[src/hdl/uere_cfg.svh]
// register map, field positions, reset values and timing counts
`ifndef UERE_CFG_SVH
`define UERE_CFG_SVH
`define UERE_MODE_OFS    8'h00
`define UERE_COUNT_OFS   8'h04
`define UERE_EP_STRIDE   8'h08
`define UERE_INT_STAT    8'h40
`define UERE_INT_MASK    8'h44
`define UERE_F_MODE_LO   0
`define UERE_F_ACK       4
`define UERE_F_OUT       5
`define UERE_F_IN        6
`define UERE_F_SETUP     7
`define UERE_F_STALL     8
`define UERE_F_DVAL      6
`define UERE_F_DATA_TOGGLE_FLAG      7
`define UERE_MODE_RST    4'h0
`define UERE_MODE_NAKIO  4'h1
`define UERE_MODE_STALL  4'h3
`define UERE_CRC_BYTES   2
`define UERE_ZLP_COUNT   2
`define UERE_CLK_NS      10
`define UERE_LOCK_NS     1000
`define UERE_LOCK_CYC    (`UERE_LOCK_NS / `UERE_CLK_NS)
`endif

[src/hdl/uere_pkg.sv]
// types shared by the endpoint response engine and its bench
package uere_pkg;
	typedef enum logic [1:0] {
		UERE_PID_OUT   = 2'h0,
		UERE_PID_IN    = 2'h1,
		UERE_PID_SETUP = 2'h2
	} uere_pid_e;
	typedef enum logic [2:0] {
		UERE_R_NONE  = 3'h0,
		UERE_R_ACK   = 3'h1,
		UERE_R_NAK   = 3'h2,
		UERE_R_STALL = 3'h3,
		UERE_R_TX0   = 3'h4,
		UERE_R_TXCNT = 3'h5
	} uere_resp_e;
	typedef enum logic [1:0] {
		UERE_ST_IDLE = 2'b00,
		UERE_ST_DATA = 2'b01,
		UERE_ST_HS   = 2'b11
	} uere_state_e;
	typedef struct packed {
		uere_pid_e  pid;
		logic [3:0] ep;
		logic       ok;
	} uere_tok_s;
	typedef struct packed {
		logic [6:0] cnt;
		logic       crc_ok;
		logic       err_ok;
		logic       tog;
	} uere_dat_s;
	typedef struct packed {
		uere_resp_e code;
		logic [6:0] cnt;
		logic       tog;
	} uere_resp_s;
endpackage

[src/hdl/uere_engine.sv]
// usb endpoint response engine with wishbone register access
`timescale 1ns/100ps
`include "uere_cfg.svh"
module uere_engine import uere_pkg::*; #(
	parameter int EP_NUM  = 2,
	parameter int EP_SIZE = 8
) (
	// clock and reset
	input  wire logic        clk_i,
	input  wire logic        rst_i,
	// wishbone slave
	input  wire logic        cyc_i,
	input  wire logic        stb_i,
	input  wire logic        we_i,
	input  wire logic [7:0]  adr_i,
	input  wire logic [3:0]  sel_i,
	input  wire logic [31:0] dat_i,
	output logic      [31:0] dat_o,
	output logic             ack_o,
	// link side from packet decoder
	input  wire logic        tok_stb_i,
	input  wire uere_tok_s   tok_i,
	input  wire logic        data_start_i,
	input  wire logic        data_end_i,
	input  wire uere_dat_s   dat_rx_i,
	input  wire logic        in_end_i,
	input  wire logic        in_ack_i,
	// response to packet encoder
	output logic             resp_stb_o,
	output uere_resp_s       resp_o,
	// interrupt
	output logic             irq_o
);
	logic [3:0]        mode_r  [EP_NUM];
	logic [EP_NUM-1:0] stall_r, ack_r, out_r, in_r, setup_r, dval_r, data_toggle_flag_r;
	logic [6:0]        cnt_r   [EP_NUM];
	logic [EP_NUM-1:0] ist_r, imask_r;
	logic              lock_r, wb_ack_r, resp_stb_r, irq_r;
	logic [31:0]       rdat_r;
	uere_resp_s        resp_r;
	uere_state_e       st_r, st_nxt;
	uere_pid_e         pid_r;
	logic [3:0]        ep_r;
	logic [7:0]        busy_cnt_r;
	// decision outputs for the current event
	logic              upd, setup_set, take_data, dv_new, int_set;
	logic              set_ack, set_in, set_out;
	logic [3:0]        mode_new;
	uere_resp_e        rcode;
	logic              resp_now;
	logic [3:0]        m;
	logic              stl, tok_go, dvalid, ep_ok;
	localparam logic [7:0] LOCK_CYC = 8'(`UERE_LOCK_CYC);
	localparam int         MAX_CNT  = EP_SIZE + `UERE_CRC_BYTES;

	// wishbone decode
	logic       wb_req, in_map, is_mode, is_cnt, is_ist, is_imask;
	logic [3:0] wb_ep;
	logic       ep0_wr_block;
	assign wb_req   = cyc_i & stb_i & ~wb_ack_r;
	assign wb_ep    = adr_i[6:3];
	assign in_map   = 32'(wb_ep) < EP_NUM && !adr_i[7] && adr_i[1:0] == 2'h0;
	assign is_mode  = in_map && adr_i[2] == 1'b0;
	assign is_cnt   = in_map && adr_i[2] == 1'b1;
	assign is_ist   = adr_i == `UERE_INT_STAT;
	assign is_imask = adr_i == `UERE_INT_MASK;
	// endpoint 0 refuses writes while locked or an endpoint 0 transaction is in flight
	assign ep0_wr_block = lock_r || (st_r != UERE_ST_IDLE && ep_r == 4'h0);

	// event decode; ep index of the active or arriving transaction
	assign ep_ok  = 32'(tok_i.ep) < EP_NUM;
	assign tok_go = tok_stb_i && tok_i.ok && ep_ok && st_r == UERE_ST_IDLE;
	assign m      = mode_r[tok_go ? tok_i.ep[0 +: $clog2(EP_NUM)] :
		ep_r[0 +: $clog2(EP_NUM)]];
	assign stl    = stall_r[tok_go ? tok_i.ep[0 +: $clog2(EP_NUM)] :
		ep_r[0 +: $clog2(EP_NUM)]];
	assign dvalid = dat_rx_i.crc_ok && dat_rx_i.err_ok &&
		32'(dat_rx_i.cnt) <= MAX_CNT;

	// response decision per mode and token
	always_comb begin
		upd = 1'b0; setup_set = 1'b0; take_data = 1'b0; dv_new = 1'b0;
		int_set = 1'b0; set_ack = 1'b0; set_in = 1'b0; set_out = 1'b0;
		mode_new = m; rcode = UERE_R_NONE; resp_now = 1'b0;
		st_nxt = st_r;
		case (st_r)
		UERE_ST_IDLE: begin
			if (tok_go && tok_i.pid == UERE_PID_IN) begin
				resp_now = 1'b1;
				case (m)
				4'h1, 4'hc, 4'he: rcode = UERE_R_NAK;
				4'h2, 4'h3:       rcode = UERE_R_STALL;
				4'h6, 4'ha, 4'hb: rcode = UERE_R_TX0;
				4'h7, 4'hf:       rcode = UERE_R_TXCNT;
				4'hd:             rcode = stl ? UERE_R_STALL : UERE_R_TXCNT;
				default:          rcode = UERE_R_NONE;
				endcase
				if (m == 4'h2)
					mode_new = `UERE_MODE_STALL;
				if (rcode == UERE_R_TX0 || rcode == UERE_R_TXCNT)
					st_nxt = (m == 4'h7) ? UERE_ST_IDLE : UERE_ST_HS;
				upd     = rcode != UERE_R_NONE && st_nxt == UERE_ST_IDLE;
				set_in  = upd;
				int_set = upd && m != 4'hd;
			end else if (tok_go && tok_i.pid == UERE_PID_OUT) begin
				if (!(m == 4'h0 || m == 4'h4 || m == 4'h7 || m == 4'hc ||
					m == 4'hd))
					st_nxt = UERE_ST_DATA;
			end else if (tok_go) begin
				case (m)
				4'h0, 4'h5, 4'h7, 4'h8, 4'h9, 4'hc, 4'hd: st_nxt = st_r;
				default: st_nxt = UERE_ST_DATA;
				endcase
			end
		end
		UERE_ST_DATA: begin
			setup_set = data_start_i && pid_r == UERE_PID_SETUP;
			if (data_end_i) begin
				st_nxt = UERE_ST_IDLE;
				upd = 1'b1;
				resp_now = dvalid;
				if (pid_r == UERE_PID_SETUP) begin
					take_data = 1'b1; dv_new = dvalid; int_set = 1'b1;
					rcode = dvalid ? UERE_R_ACK : UERE_R_NONE;
					set_ack = dvalid;
					if (dvalid)
						mode_new = `UERE_MODE_NAKIO;
				end else begin
					set_out = 1'b1;
					case (m)
					4'h5, 4'hb, 4'h9: begin
						take_data = !(m == 4'h9 && stl); dv_new = dvalid;
						int_set = 1'b1;
						if (m == 4'h9 && stl) begin
							rcode = UERE_R_STALL; take_data = 1'b0;
						end else if (dvalid && m != 4'h5) begin
							rcode = UERE_R_ACK; set_ack = 1'b1;
							mode_new = {m[3:1], 1'b0};
						end
					end
					4'h2, 4'he, 4'hf: begin
						int_set = dvalid;
						set_out = dvalid;
						if (dvalid && 32'(dat_rx_i.cnt) == `UERE_ZLP_COUNT &&
							dat_rx_i.tog) begin
							rcode = UERE_R_ACK; set_ack = 1'b1;
						end else if (dvalid) begin
							rcode = UERE_R_STALL;
							mode_new = `UERE_MODE_STALL;
						end
					end
					4'h1, 4'h8, 4'ha: begin
						rcode = dvalid ? UERE_R_NAK : UERE_R_NONE;
						int_set = dvalid; set_out = dvalid;
					end
					4'h3, 4'h6: begin
						rcode = dvalid ? UERE_R_STALL : UERE_R_NONE;
						int_set = dvalid; set_out = dvalid;
						if (dvalid)
							mode_new = `UERE_MODE_STALL;
					end
					default: begin
						upd = 1'b0; set_out = 1'b0;
					end
					endcase
				end
			end
		end
		UERE_ST_HS: begin
			if (in_end_i) begin
				st_nxt = UERE_ST_IDLE;
				upd = 1'b1; set_in = 1'b1; int_set = 1'b1;
				set_ack = in_ack_i;
				if (in_ack_i && (m == 4'hd || m == 4'hf))
					mode_new = {m[3:1], 1'b0};
			end
		end
		default: st_nxt = UERE_ST_IDLE;
		endcase
	end

	// transaction state, a watchdog ends a transaction the link abandons
	always_ff @(posedge clk_i) begin
		if (rst_i) begin
			st_r <= UERE_ST_IDLE; pid_r <= UERE_PID_OUT; ep_r <= 4'h0;
			busy_cnt_r <= 8'h00;
		end else begin
			st_r <= st_nxt;
			busy_cnt_r <= 8'h00;
			if (st_r != UERE_ST_IDLE) begin
				busy_cnt_r <= busy_cnt_r + 8'h01;
				// abandon: back to idle with the counter cleared at once
				if (busy_cnt_r == LOCK_CYC - 8'h01 &&
					st_nxt != UERE_ST_IDLE) begin
					st_r <= UERE_ST_IDLE;
					busy_cnt_r <= 8'h00;
				end
			end
			if (tok_go) begin
				pid_r <= tok_i.pid; ep_r <= tok_i.ep;
			end
		end
	end

	// response to the encoder
	always_ff @(posedge clk_i) begin
		if (rst_i) begin
			resp_stb_r <= 1'b0; resp_r <= '0;
		end else begin
			resp_stb_r <= resp_now && rcode != UERE_R_NONE;
			// the response word stands until the next response
			if (resp_now && rcode != UERE_R_NONE) begin
				resp_r.code <= rcode;
				resp_r.cnt  <= rcode == UERE_R_TX0 ? 7'h00 :
					cnt_r[tok_i.ep[0 +: $clog2(EP_NUM)]];
				resp_r.tog  <= data_toggle_flag_r[tok_i.ep[0 +: $clog2(EP_NUM)]];
			end
		end
	end

	// endpoint registers: engine update wins over a cpu write
	always_ff @(posedge clk_i) begin
		if (rst_i) begin
			for (int i = 0; i < EP_NUM; i++) begin
				mode_r[i] <= `UERE_MODE_RST;
				cnt_r[i]  <= 7'h00;
			end
			stall_r <= '0; ack_r <= '0; out_r <= '0; in_r <= '0;
			setup_r <= '0; dval_r <= '0; data_toggle_flag_r <= '0;
		end else begin
			for (int i = 0; i < EP_NUM; i++) begin
				if (wb_req && we_i && wb_ep == 4'(i) && sel_i[0] &&
					!(i == 0 && ep0_wr_block)) begin
					if (is_mode) begin
						mode_r[i] <= dat_i[3:0];
						ack_r[i] <= dat_i[`UERE_F_ACK];
						out_r[i] <= dat_i[`UERE_F_OUT];
						in_r[i] <= dat_i[`UERE_F_IN];
						setup_r[i] <= dat_i[`UERE_F_SETUP];
						if (sel_i[1])
							stall_r[i] <= dat_i[`UERE_F_STALL];
					end else if (is_cnt) begin
						cnt_r[i] <= dat_i[6:0] & 7'h3f;
						dval_r[i] <= dat_i[`UERE_F_DVAL];
						data_toggle_flag_r[i] <= dat_i[`UERE_F_DATA_TOGGLE_FLAG];
					end
				end
				if (setup_set && ep_r == 4'(i))
					setup_r[i] <= 1'b1;
				if (upd && ep_r == 4'(i) && st_r != UERE_ST_IDLE ||
					upd && tok_go && tok_i.ep == 4'(i)) begin
					mode_r[i] <= mode_new;
					if (set_ack) ack_r[i] <= 1'b1;
					if (set_in) in_r[i] <= 1'b1;
					if (set_out) out_r[i] <= 1'b1;
					if (take_data) begin
						cnt_r[i] <= dat_rx_i.cnt;
						dval_r[i] <= dv_new;
						data_toggle_flag_r[i] <= dat_rx_i.tog;
					end
				end
			end
		end
	end

	// endpoint 0 lock: set at update on ack or mode change, read clears
	logic ep0_upd;
	assign ep0_upd = upd && (tok_go ? tok_i.ep : ep_r) == 4'h0 &&
		(set_ack || mode_new != m);
	always_ff @(posedge clk_i) begin
		if (rst_i)
			lock_r <= 1'b0;
		else if (ep0_upd)
			lock_r <= 1'b1;
		else if (wb_req && !we_i && wb_ep == 4'h0 && (is_mode || is_cnt) &&
			st_r == UERE_ST_IDLE)
			lock_r <= 1'b0;
	end

	// interrupt status (write one to clear, set wins) and mask
	always_ff @(posedge clk_i) begin
		if (rst_i) begin
			ist_r <= '0; imask_r <= '0; irq_r <= 1'b0;
		end else begin
			for (int i = 0; i < EP_NUM; i++) begin
				if (wb_req && we_i && is_ist && sel_i[0] && dat_i[i])
					ist_r[i] <= 1'b0;
				if (wb_req && we_i && is_imask && sel_i[0])
					imask_r[i] <= dat_i[i];
				if (int_set && (tok_go ? tok_i.ep : ep_r) == 4'(i))
					ist_r[i] <= 1'b1;
			end
			irq_r <= |(ist_r & imask_r);
		end
	end

	// bus answer one cycle after the request, unmapped reads zero
	always_ff @(posedge clk_i) begin
		if (rst_i) begin
			wb_ack_r <= 1'b0; rdat_r <= 32'h0;
		end else begin
			wb_ack_r <= wb_req;
			rdat_r <= 32'h0;
			if (wb_req && !we_i) begin
				if (is_mode)
					rdat_r <= {23'h0, stall_r[wb_ep[0 +: $clog2(EP_NUM)]],
						setup_r[wb_ep[0 +: $clog2(EP_NUM)]],
						in_r[wb_ep[0 +: $clog2(EP_NUM)]],
						out_r[wb_ep[0 +: $clog2(EP_NUM)]],
						ack_r[wb_ep[0 +: $clog2(EP_NUM)]],
						mode_r[wb_ep[0 +: $clog2(EP_NUM)]]};
				else if (is_cnt)
					rdat_r <= {24'h0, data_toggle_flag_r[wb_ep[0 +: $clog2(EP_NUM)]],
						dval_r[wb_ep[0 +: $clog2(EP_NUM)]],
						cnt_r[wb_ep[0 +: $clog2(EP_NUM)]][5:0]};
				else if (is_ist)
					rdat_r <= 32'(ist_r);
				else if (is_imask)
					rdat_r <= 32'(imask_r);
			end
		end
	end

	assign ack_o      = wb_ack_r;
	assign dat_o      = rdat_r;
	assign resp_stb_o = resp_stb_r;
	assign resp_o     = resp_r;
	assign irq_o      = irq_r;
endmodule

[config.mk]
export PLATFORM = sky130hd
export DESIGN_NAME = uere_engine
export DESIGN_NICKNAME = d
export VERILOG_FILES = /design/src/hdl/uere_pkg.sv /design/src/hdl/uere_engine.sv
export VERILOG_INCLUDE_DIRS = /design/src /design/src/hdl
export SDC_FILE = /design/constraint.sdc
export NUM_CORES = 1
export LEC_CHECK = 0
export BUFFER_PORTS_ARGS = -buffer_cell sky130_fd_sc_hd__buf_4
export CORE_AREA = 2 2 102 104
export DETAILED_ROUTE_END_ITERATION = 7
export DIE_AREA = 0 0 104 106
export PLACE_DENSITY = 0.83
export SYNTH_ARGS = -nofsm -noshare
export SYNTH_HDL_FRONTEND = slang
export SYNTH_SLANG_ARGS = --single-unit
[constraint.sdc]
create_clock -name clk_i -period 4.6 [get_ports clk_i]
set_clock_uncertainty 0.2 [all_clocks]
set_input_delay 0.69 -clock clk_i [delete_from_list [all_inputs] [get_ports clk_i]]
set_output_delay 0.69 -clock clk_i [all_outputs]
set_load 0.02 [all_outputs]
==> out/results.ini, run 1 <==
[status]
status=finished clean

[route]
antenna_left=0
vias=5142
wl_met1_um=6510
dr_wl_met2_um=7770
wl_per_cell_um=19.5
post-route-drc-count=0
wl_met3_um=1300
vias_per_cell=6.20
dr.max_layer_used=met4
drt_iter0_drc=581
dr.pass1.iters=5
wl_um=16200

[synth]
async_flop_share=0
synth_top_family_by_area=compound AO/OA/AOI/OAI gates
synth_top_area_share=0.219
avgSynthCellArea_um2=8.41
synthAdderAreaFrac=0.0118
synth_edf_count=22
yosys.area_share.simple=0.224
yosysMostFrequentCell=nand2_1
yosysWarningCount=0
synth_xor_area_frac=0.0116
synth-compound-area-share=0.252
postSynthCellCount=630
ys_top_cells_by_count=67 x nand2_1, 58 x dfxtp_1, 54 x a21oi_1
syn_area_um2=5300
synthDistinctLibCells=77
yosysTopAreaCell=dfxtp_1
ys_top_cells_by_area=dfxtp_1 22%, edfxtp_1 12%, mux2i_1 7.9%
ys_seq_area_frac=0.344
muxShareOfSynthArea=0.0815
ys_seq_elements=80
synthFlopType=dfxtp_1

[global_route]
antenna_found_initial=0
grt_max_degree=48
grt_pass1_vias=4905
grt-ovfl-total=0
grt_pass1_wl_um=25600
grtUsageTotal=0.294

[cts]
post_cts_buffers=0
cts_hold_buf=0
cts_resized=0
clk_pin_slew_ns=0.10
numCtsBuffers=9
cts_sinks=80
clk_latency_ns=0.37
cts_buffer_depth=2
root_buffer=clkbuf_8
cts_max_level=3
cts_tree=built

[placement]
port_buffers=68
place_hpwl_um=12400
gp_routability_congestion=1.02
place_ws_ns=0.457

[sta]
layout_setup_ws_ns=0.435
finalSetupTns_ns=0
tightest_slew_ns=0.755
fin_crit_sh=0.906
slew_headroom=0.494
max_clock_freq_ghz=0.240
post-route-min-period_ns=4.17
rsz0062_at_grt=false
slew_violations=0
setup_viol=0
hold_viol=0

[floorplanning]
coreArea_um2=10000
die_x_um=104
start_util=0.530
ios=117
die-area_um2=11000
die_y_um=106
rows=37

[layout]
multiInputGateArea_um2=3160
fin_util=0.602
seq_area_um2=1820
diodes=0
nFillCells=902
final_layout_size_suffix_gt1_frac=0.189
syn2layout_area_growth_pct=13.6
layout.nets=764

[power_and_ir_drop]
p_leak_nw=2.22
power.density_nw_per_um2=234
vdd.ir_drop.worst_mv=0.147

[setup_path]
reg2reg_to=cnt_r[0][4]
critical_path_required_ns=4.52
start_kind=register
cp.arrival_ns=4.09
r2r_setup_slack_ns=0.43
reg2reg_from=st_r[0]
crit_type=register to register
r2r_cells=11
cp-end-kind=register
cp_max_fo=8
cp-endpoint=cnt_r[0][4]
crit_start=st_r[0]

[job]
drv_cap=0

[hold_path]
whs_path_depth=2
hold_class=register to register

[logic make-up after synthesis]
kind of cell / count (synthesis)
xor+xnor: 7
flops: 80
buf+inv: 76
simple gates: 237
fa+ha+maj: 5
mux: 43
other cells: 1
compound gates: 181
[state kept, by name, summed over array words and instances (netlist names), 4 cells and up]
name	cells
cnt_r	14
resp_o	11
dat_o	9
busy_cnt_r	8
mode_r	8
ep_r	4
[cell type report]
type / instances / area share
Tap cell: 136 / 0.0283
Sequential cell: 80 / 0.303
Inverter: 20 / 0.0125
Timing Repair Buffer: 81 / 0.101
Clock inverter: 7 / 0.00894
Clock buffer: 9 / 0.0206
Multi-Input combinational cell: 496 / 0.526
[worst min path at each step]
stage                        startpoint             to  slack (ns)
after floorplan           busy_cnt_r[0]  busy_cnt_r[0]        0.22
after global placement    busy_cnt_r[0]  busy_cnt_r[0]        0.24
final                          pid_r[1]       pid_r[1]        0.27
after global routing           pid_r[1]       pid_r[1]        0.29
after CTS                      pid_r[1]       pid_r[1]        0.27
after detailed placement       pid_r[1]       pid_r[1]        0.26
[through the flow]
step | hold slack, ns | power, mW | cells | instance area, µm²
4_1_cts | 0.274 | 1.41 | 829 | 6020
2_1_floorplan | 0.225 | 0.871 | 652 | 5380
5_1_grt | 0.286 | 1.46 | 829 | 6020
6_report | 0.272 | 1.41 | 829 | 6020
3_3_place_gp | 0.239 | 0.926 | 813 | 5840
3_5_place_dp | 0.261 | 0.929 | 813 | 5840
[critical path, stage by stage (launching register included)]
cell	delay, ns
dfxtp_1	0.36
inv_1	0.13
ha_1	0.26
nand4bb_1	0.35
o21ai_2	0.42
a211oi_1	0.17
o21ai_1	0.42
o221ai_1	0.23
a211oi_2	0.57
and2_1	0.44
mux2i_1	0.30
nor2_1	0.06
[report_power, final]
| group | total [mW] | leakage, nW | switching, mW | internal [mW] |
|---|---|---|---|---|
| Clock | 0.492 | 0.0896 | 0.290 | 0.202 |
| Sequential | 0.738 | 0.694 | 0.00855 | 0.729 |
| Combinational | 0.180 | 1.44 | 0.116 | 0.0636 |
[cell usage in the layout (no fill, tap or decap), drive strengths merged, types with 8 or more instances in the layout]
cell type   n
mux2i      42
buf        81
nand3      17
edfxtp     22
conb       23
or3         8
inv        23
o21ai      25
a211oi     14
dfxtp      58
nor3       25
or2         9
o22ai      10
and2       12
o32ai      10
nor2       53
nand2      67
nand2b     15
a21oi      57
clkbuf      9
a22o       12
[layer usage]
| metal | global-route usage | vias to the layer above |
|---|---|---|
| met5 | 0 | - |
| met3 | 0.0564 | 44 |
| li1 | - | 2398 |
| met1 | 0.370 | 2406 |
| met4 | 0.130 | 0 |
| met2 | 0.493 | 294 |
Note: power is estimated with default switching activity, not from simulation.
==> run 2: changes to the inputs <==
Settings changed: PLACE_DENSITY 0.83 to 0.9.
==> run 2 against run 1 <==
Against the previous run: first-iteration DRC count up 0.34%; sequential power about the same; clock-buffer cell count unchanged; largest cell class unchanged; die area unchanged; sequential share of layout area about the same; sequential cell count unchanged.
==> out/results.ini, run 2 (synthesis results as in run 1) <==
[job]
drv_cap=0

[setup_path]
crit_family=simple AND/OR/NAND/NOR gates
slowest_delay_ns=0.43
crit_path_frequent_cell=and2_1
start_kind=register
crit_buf_inv=1
slowest_stage=and2_1
cp_max_fo=12
path_cells=inv_1 -> ha_1 -> nand4bb_1 -> a211o_1 -> and2_1 -> nor2_2 -> o221ai_1 -> a211oi_2 -> and2_1 -> mux2i_1 -> nor2_1
cp-end-kind=register
crit_type=register to register
critical_path_required_ns=4.51
cp.arrival_ns=3.95

[floorplanning]
coreArea_um2=10000
die_x_um=104
start_util=0.530
rows=37
ios=117
die_y_um=106
die-area_um2=11000

[sta]
tightest_slew_ns=0.754
rsz0062_at_grt=false
post-route-min-period_ns=4.04
fin_crit_sh=0.879
slew_headroom=0.495
hold_viol=0
finalSetupTns_ns=0
slew_violations=0
setup_viol=0
max_clock_freq_ghz=0.247

[layout]
final_cell_mix=80 x buf_4, 67 x nand2_1, 58 x dfxtp_1
final_common_cell=buf_4
syn2layout_area_growth_pct=13.5
seq_area_um2=1820
final_layout_size_suffix_gt1_frac=0.189
diodes=0
multiInputGateArea_um2=3160
layout.nets=763
post-route-cell-area_um2=6010
largest_reg_flops=14
nFillCells=880
top_register=cnt_r

[global_route]
grtUsageTotal=0.279
grt_pass1_vias=4872
antenna_found_initial=0
grt_pass1_wl_um=24500
grt-ovfl-total=0
grt_max_degree=48

[route]
post-route-drc-count=0
wl_per_cell_um=19.0
antenna_left=0
drt_iter0_drc=583
vias=5198
vias_per_cell=6.28
wl_um=15700
dr.pass1.iters=6

[hold_path]
hold_class=register to register

[cts]
cts_resized=0
cts_buffer_depth=2
clk_pin_slew_ns=0.09
cts_sinks=80
cts_hold_buf=0
cts_max_level=3
post_cts_buffers=0
root_buffer=clkbuf_8
cts_tree=built
clk_latency_ns=0.36
numCtsBuffers=9

[placement]
gp_routability_congestion=1.01
place_hpwl_um=11600
port_buffers=68
dpl_cell_area_um2=5830

[power_and_ir_drop]
power.density_nw_per_um2=232
p_leak_nw=2.22
vdd.ir_drop.worst_mv=0.194

[status]
status=finished clean

-- run 2: changes by cell type in the layout (fill, tap and decap cells not counted), sizes merged --
| cell | change |
|---|---|
| buf | -1 |
-- run 2: stage by stage --
step	power, mW	utilization	setup WS, ns	std cells	hold slack (ns)
finish	1.40	0.601	0.557	828	0.266
global route	1.43	0.601	0.315	828	0.292
CTS	1.40	0.601	0.641	828	0.271
detailed placement	0.925	0.583	0.529	812	0.260
global placement	0.921	0.583	0.610	812	0.235
floorplan	0.871	-	1.22	652	0.225
-- run 2: final cells by class --
class | count | share of cell area
flip-flops and latches | 80 | 0.303
clock inverters | 7 | 0.00916
inverters | 20 | 0.0125
repair buffers | 80 | 0.0999
multi-input cells | 496 | 0.526
well taps | 136 | 0.0283
clock buffers | 9 | 0.0206
-- run 2: worst paths after layout --
path,startpoint,to,slack [ns],depth (start not counted)
min,pid_r[0],pid_r[0],0.27,2
max,st_r[0],cnt_r[0][5],0.56,11
max reg2reg,st_r[0],cnt_r[0][5],0.56,11
min reg2reg,pid_r[0],pid_r[0],0.27,2
-- run 2: routing by layer --
metal,global-route usage,part of all wire
met1,0.343,0.39
met2,0.469,0.47
met3,0.0582,0.097
met4,0.132,0.042
met5,0,0
-- run 2: power breakdown --
group / internal (mW) / switching, mW
combinational: 0.0627 / 0.115
sequential: 0.729 / 0.00853
clock: 0.202 / 0.278
total: 0.994 / 0.402
-- run 2: worst min-delay path, stage by stage, from the launching register on --
cell and delay, ns:
dfxtp_1 0.32, nand2_1 0.05, a21oi_1 0.05
==> run 3: changes to the inputs <==
Settings changed: REMOVE_ABC_BUFFERS set to 1.
Clock period 4.6 ns to 5.1 ns, I/O delays scaled along.
==> run 3 against run 2 <==
Against the previous run: clock power grew 29%; sequential share of layout area shrank 0.16 points; hold slack improved by 0.0017 ns; largest cell class unchanged.
==> out/results.ini, run 3 (synthesis results as in run 1) <==
[sta]
post-route-min-period_ns=4.32
max_clock_freq_ghz=0.231
hold_viol=0
setup_viol=0
finalSetupTns_ns=0
tightest_slew_ns=0.867
slew_violations=0
rsz0062_at_grt=false
slew_headroom=0.419
fin_crit_sh=0.848

[setup_path]
cp_max_fo=8
start_kind=register
cp.arrival_ns=4.24
slowest_stage=a211oi_2
slowest_delay_ns=0.57
crit_type=register to register
cp_num_cells=11
cp-end-kind=register
r2r_cells=11
critical_path_required_ns=5.02
crit_buf_inv=1
crit_family=compound AO/OA/AOI/OAI gates
path_cells=inv_1 -> ha_1 -> nand4bb_1 -> o21ai_2 -> nand4b_1 -> a21oi_1 -> o221ai_1 -> a211oi_2 -> and2_1 -> mux2i_1 -> nor2_1

[layout]
fin_util=0.604
final_common_cell=buf_4
top_register=cnt_r
layout.nets=757
final_cell_mix=74 x buf_4, 67 x nand2_1, 58 x dfxtp_1
syn2layout_area_growth_pct=14.1
fin_cells=822
nFillCells=879
final_layout_size_suffix_gt1_frac=0.182
diodes=0
largest_reg_flops=14

[cts]
root_buffer=clkbuf_8
cts_max_level=3
cts_tree=built
cts_resized=0
post_cts_buffers=0
clk_latency_ns=0.38
numCtsBuffers=9
cts_hold_buf=0
clk_pin_slew_ns=0.11
cts_sinks=80
cts_buffer_depth=2

[hold_path]
hold_class=register to register
whs_path_depth=2

[global_route]
grt_pass1_wl_um=26000
antenna_found_initial=0
grt_pass1_vias=5032
grt-ovfl-total=0
grt_max_degree=48
use_met1=0.363
grtUsageMet3=0.0638
grtUsageTotal=0.300
use_met2=0.499
busiest_layer=met2

[route]
antenna_left=0
vias=5227
drt_iter0_drc=549
dr.pass1.iters=6
wl_um=16500
post-route-drc-count=0
wl_per_cell_um=20.1
vias_per_cell=6.36

[floorplanning]
start_util=0.530
ios=117
rows=37
die_y_um=106
die_x_um=104
die-area_um2=11000
coreArea_um2=10000

[placement]
gp_routability_congestion=0.965
place_hpwl_um=12100
port_buffers=68
dp_cells=806

[power_and_ir_drop]
vdd.ir_drop.worst_mv=0.148
p_leak_nw=2.22
power.density_nw_per_um2=239

[status]
status=finished clean

[job]
drv_cap=0

[run 3: worst paths after layout]
check / from / to / slack [ns]
setup / recovery: st_r[0] / cnt_r[0][5] / 0.78
hold / removal: pid_r[0] / pid_r[0] / 0.27
setup reg to reg: st_r[0] / cnt_r[0][5] / 0.78
hold reg to reg: pid_r[0] / pid_r[0] / 0.27
[run 3: cell type report]
class | count | area [µm²] | share of cell area
Multi-Input combinational cell | 496 | 3160 | 0.524
Clock buffer | 9 | 124 | 0.0205
Sequential cell | 80 | 1820 | 0.301
Inverter | 20 | 75.1 | 0.0124
Tap cell | 136 | 170 | 0.0282
Timing Repair Buffer | 74 | 556 | 0.0919
Clock inverter | 7 | 133 | 0.0219
[run 3: routing by layer]
layer  wire (µm)  up-vias  share of wire
met3        1710       74           0.10
li1            -     2377              -
met4         787        0          0.048
met2        7810      371           0.47
met5           0        -              0
met1        6240     2405           0.38
[run 3: report_power, final]
| part | internal, mW | total [mW] | switching [mW] |
|---|---|---|---|
| registers | 0.658 | 0.666 | 0.00821 |
| logic | 0.0561 | 0.162 | 0.106 |
| clock network | 0.337 | 0.619 | 0.281 |
| total | 1.05 | 1.45 | 0.396 |
[run 3: worst register-to-register path, cell delays in order (launching register included)]
cell       delay [ns]
dfxtp_1          0.37
inv_1            0.12
ha_1             0.22
nand4bb_1        0.39
o21ai_2          0.48
nand4b_1         0.24
a21oi_1          0.38
o221ai_1         0.23
a211oi_2         0.57
and2_1           0.45
mux2i_1          0.32
nor2_1           0.09
[run 3: stage by stage]
step	cell area (µm²)	setup WS, ns	hold WS [ns]	total power [mW]
floorplan	5060	1.55	0.225	0.757
global placement	5790	0.847	0.239	0.833
detailed placement	5790	0.779	0.258	0.836
CTS	6040	0.933	0.271	1.44
global route	6040	0.600	0.288	1.49
finish	6040	0.777	0.268	1.45
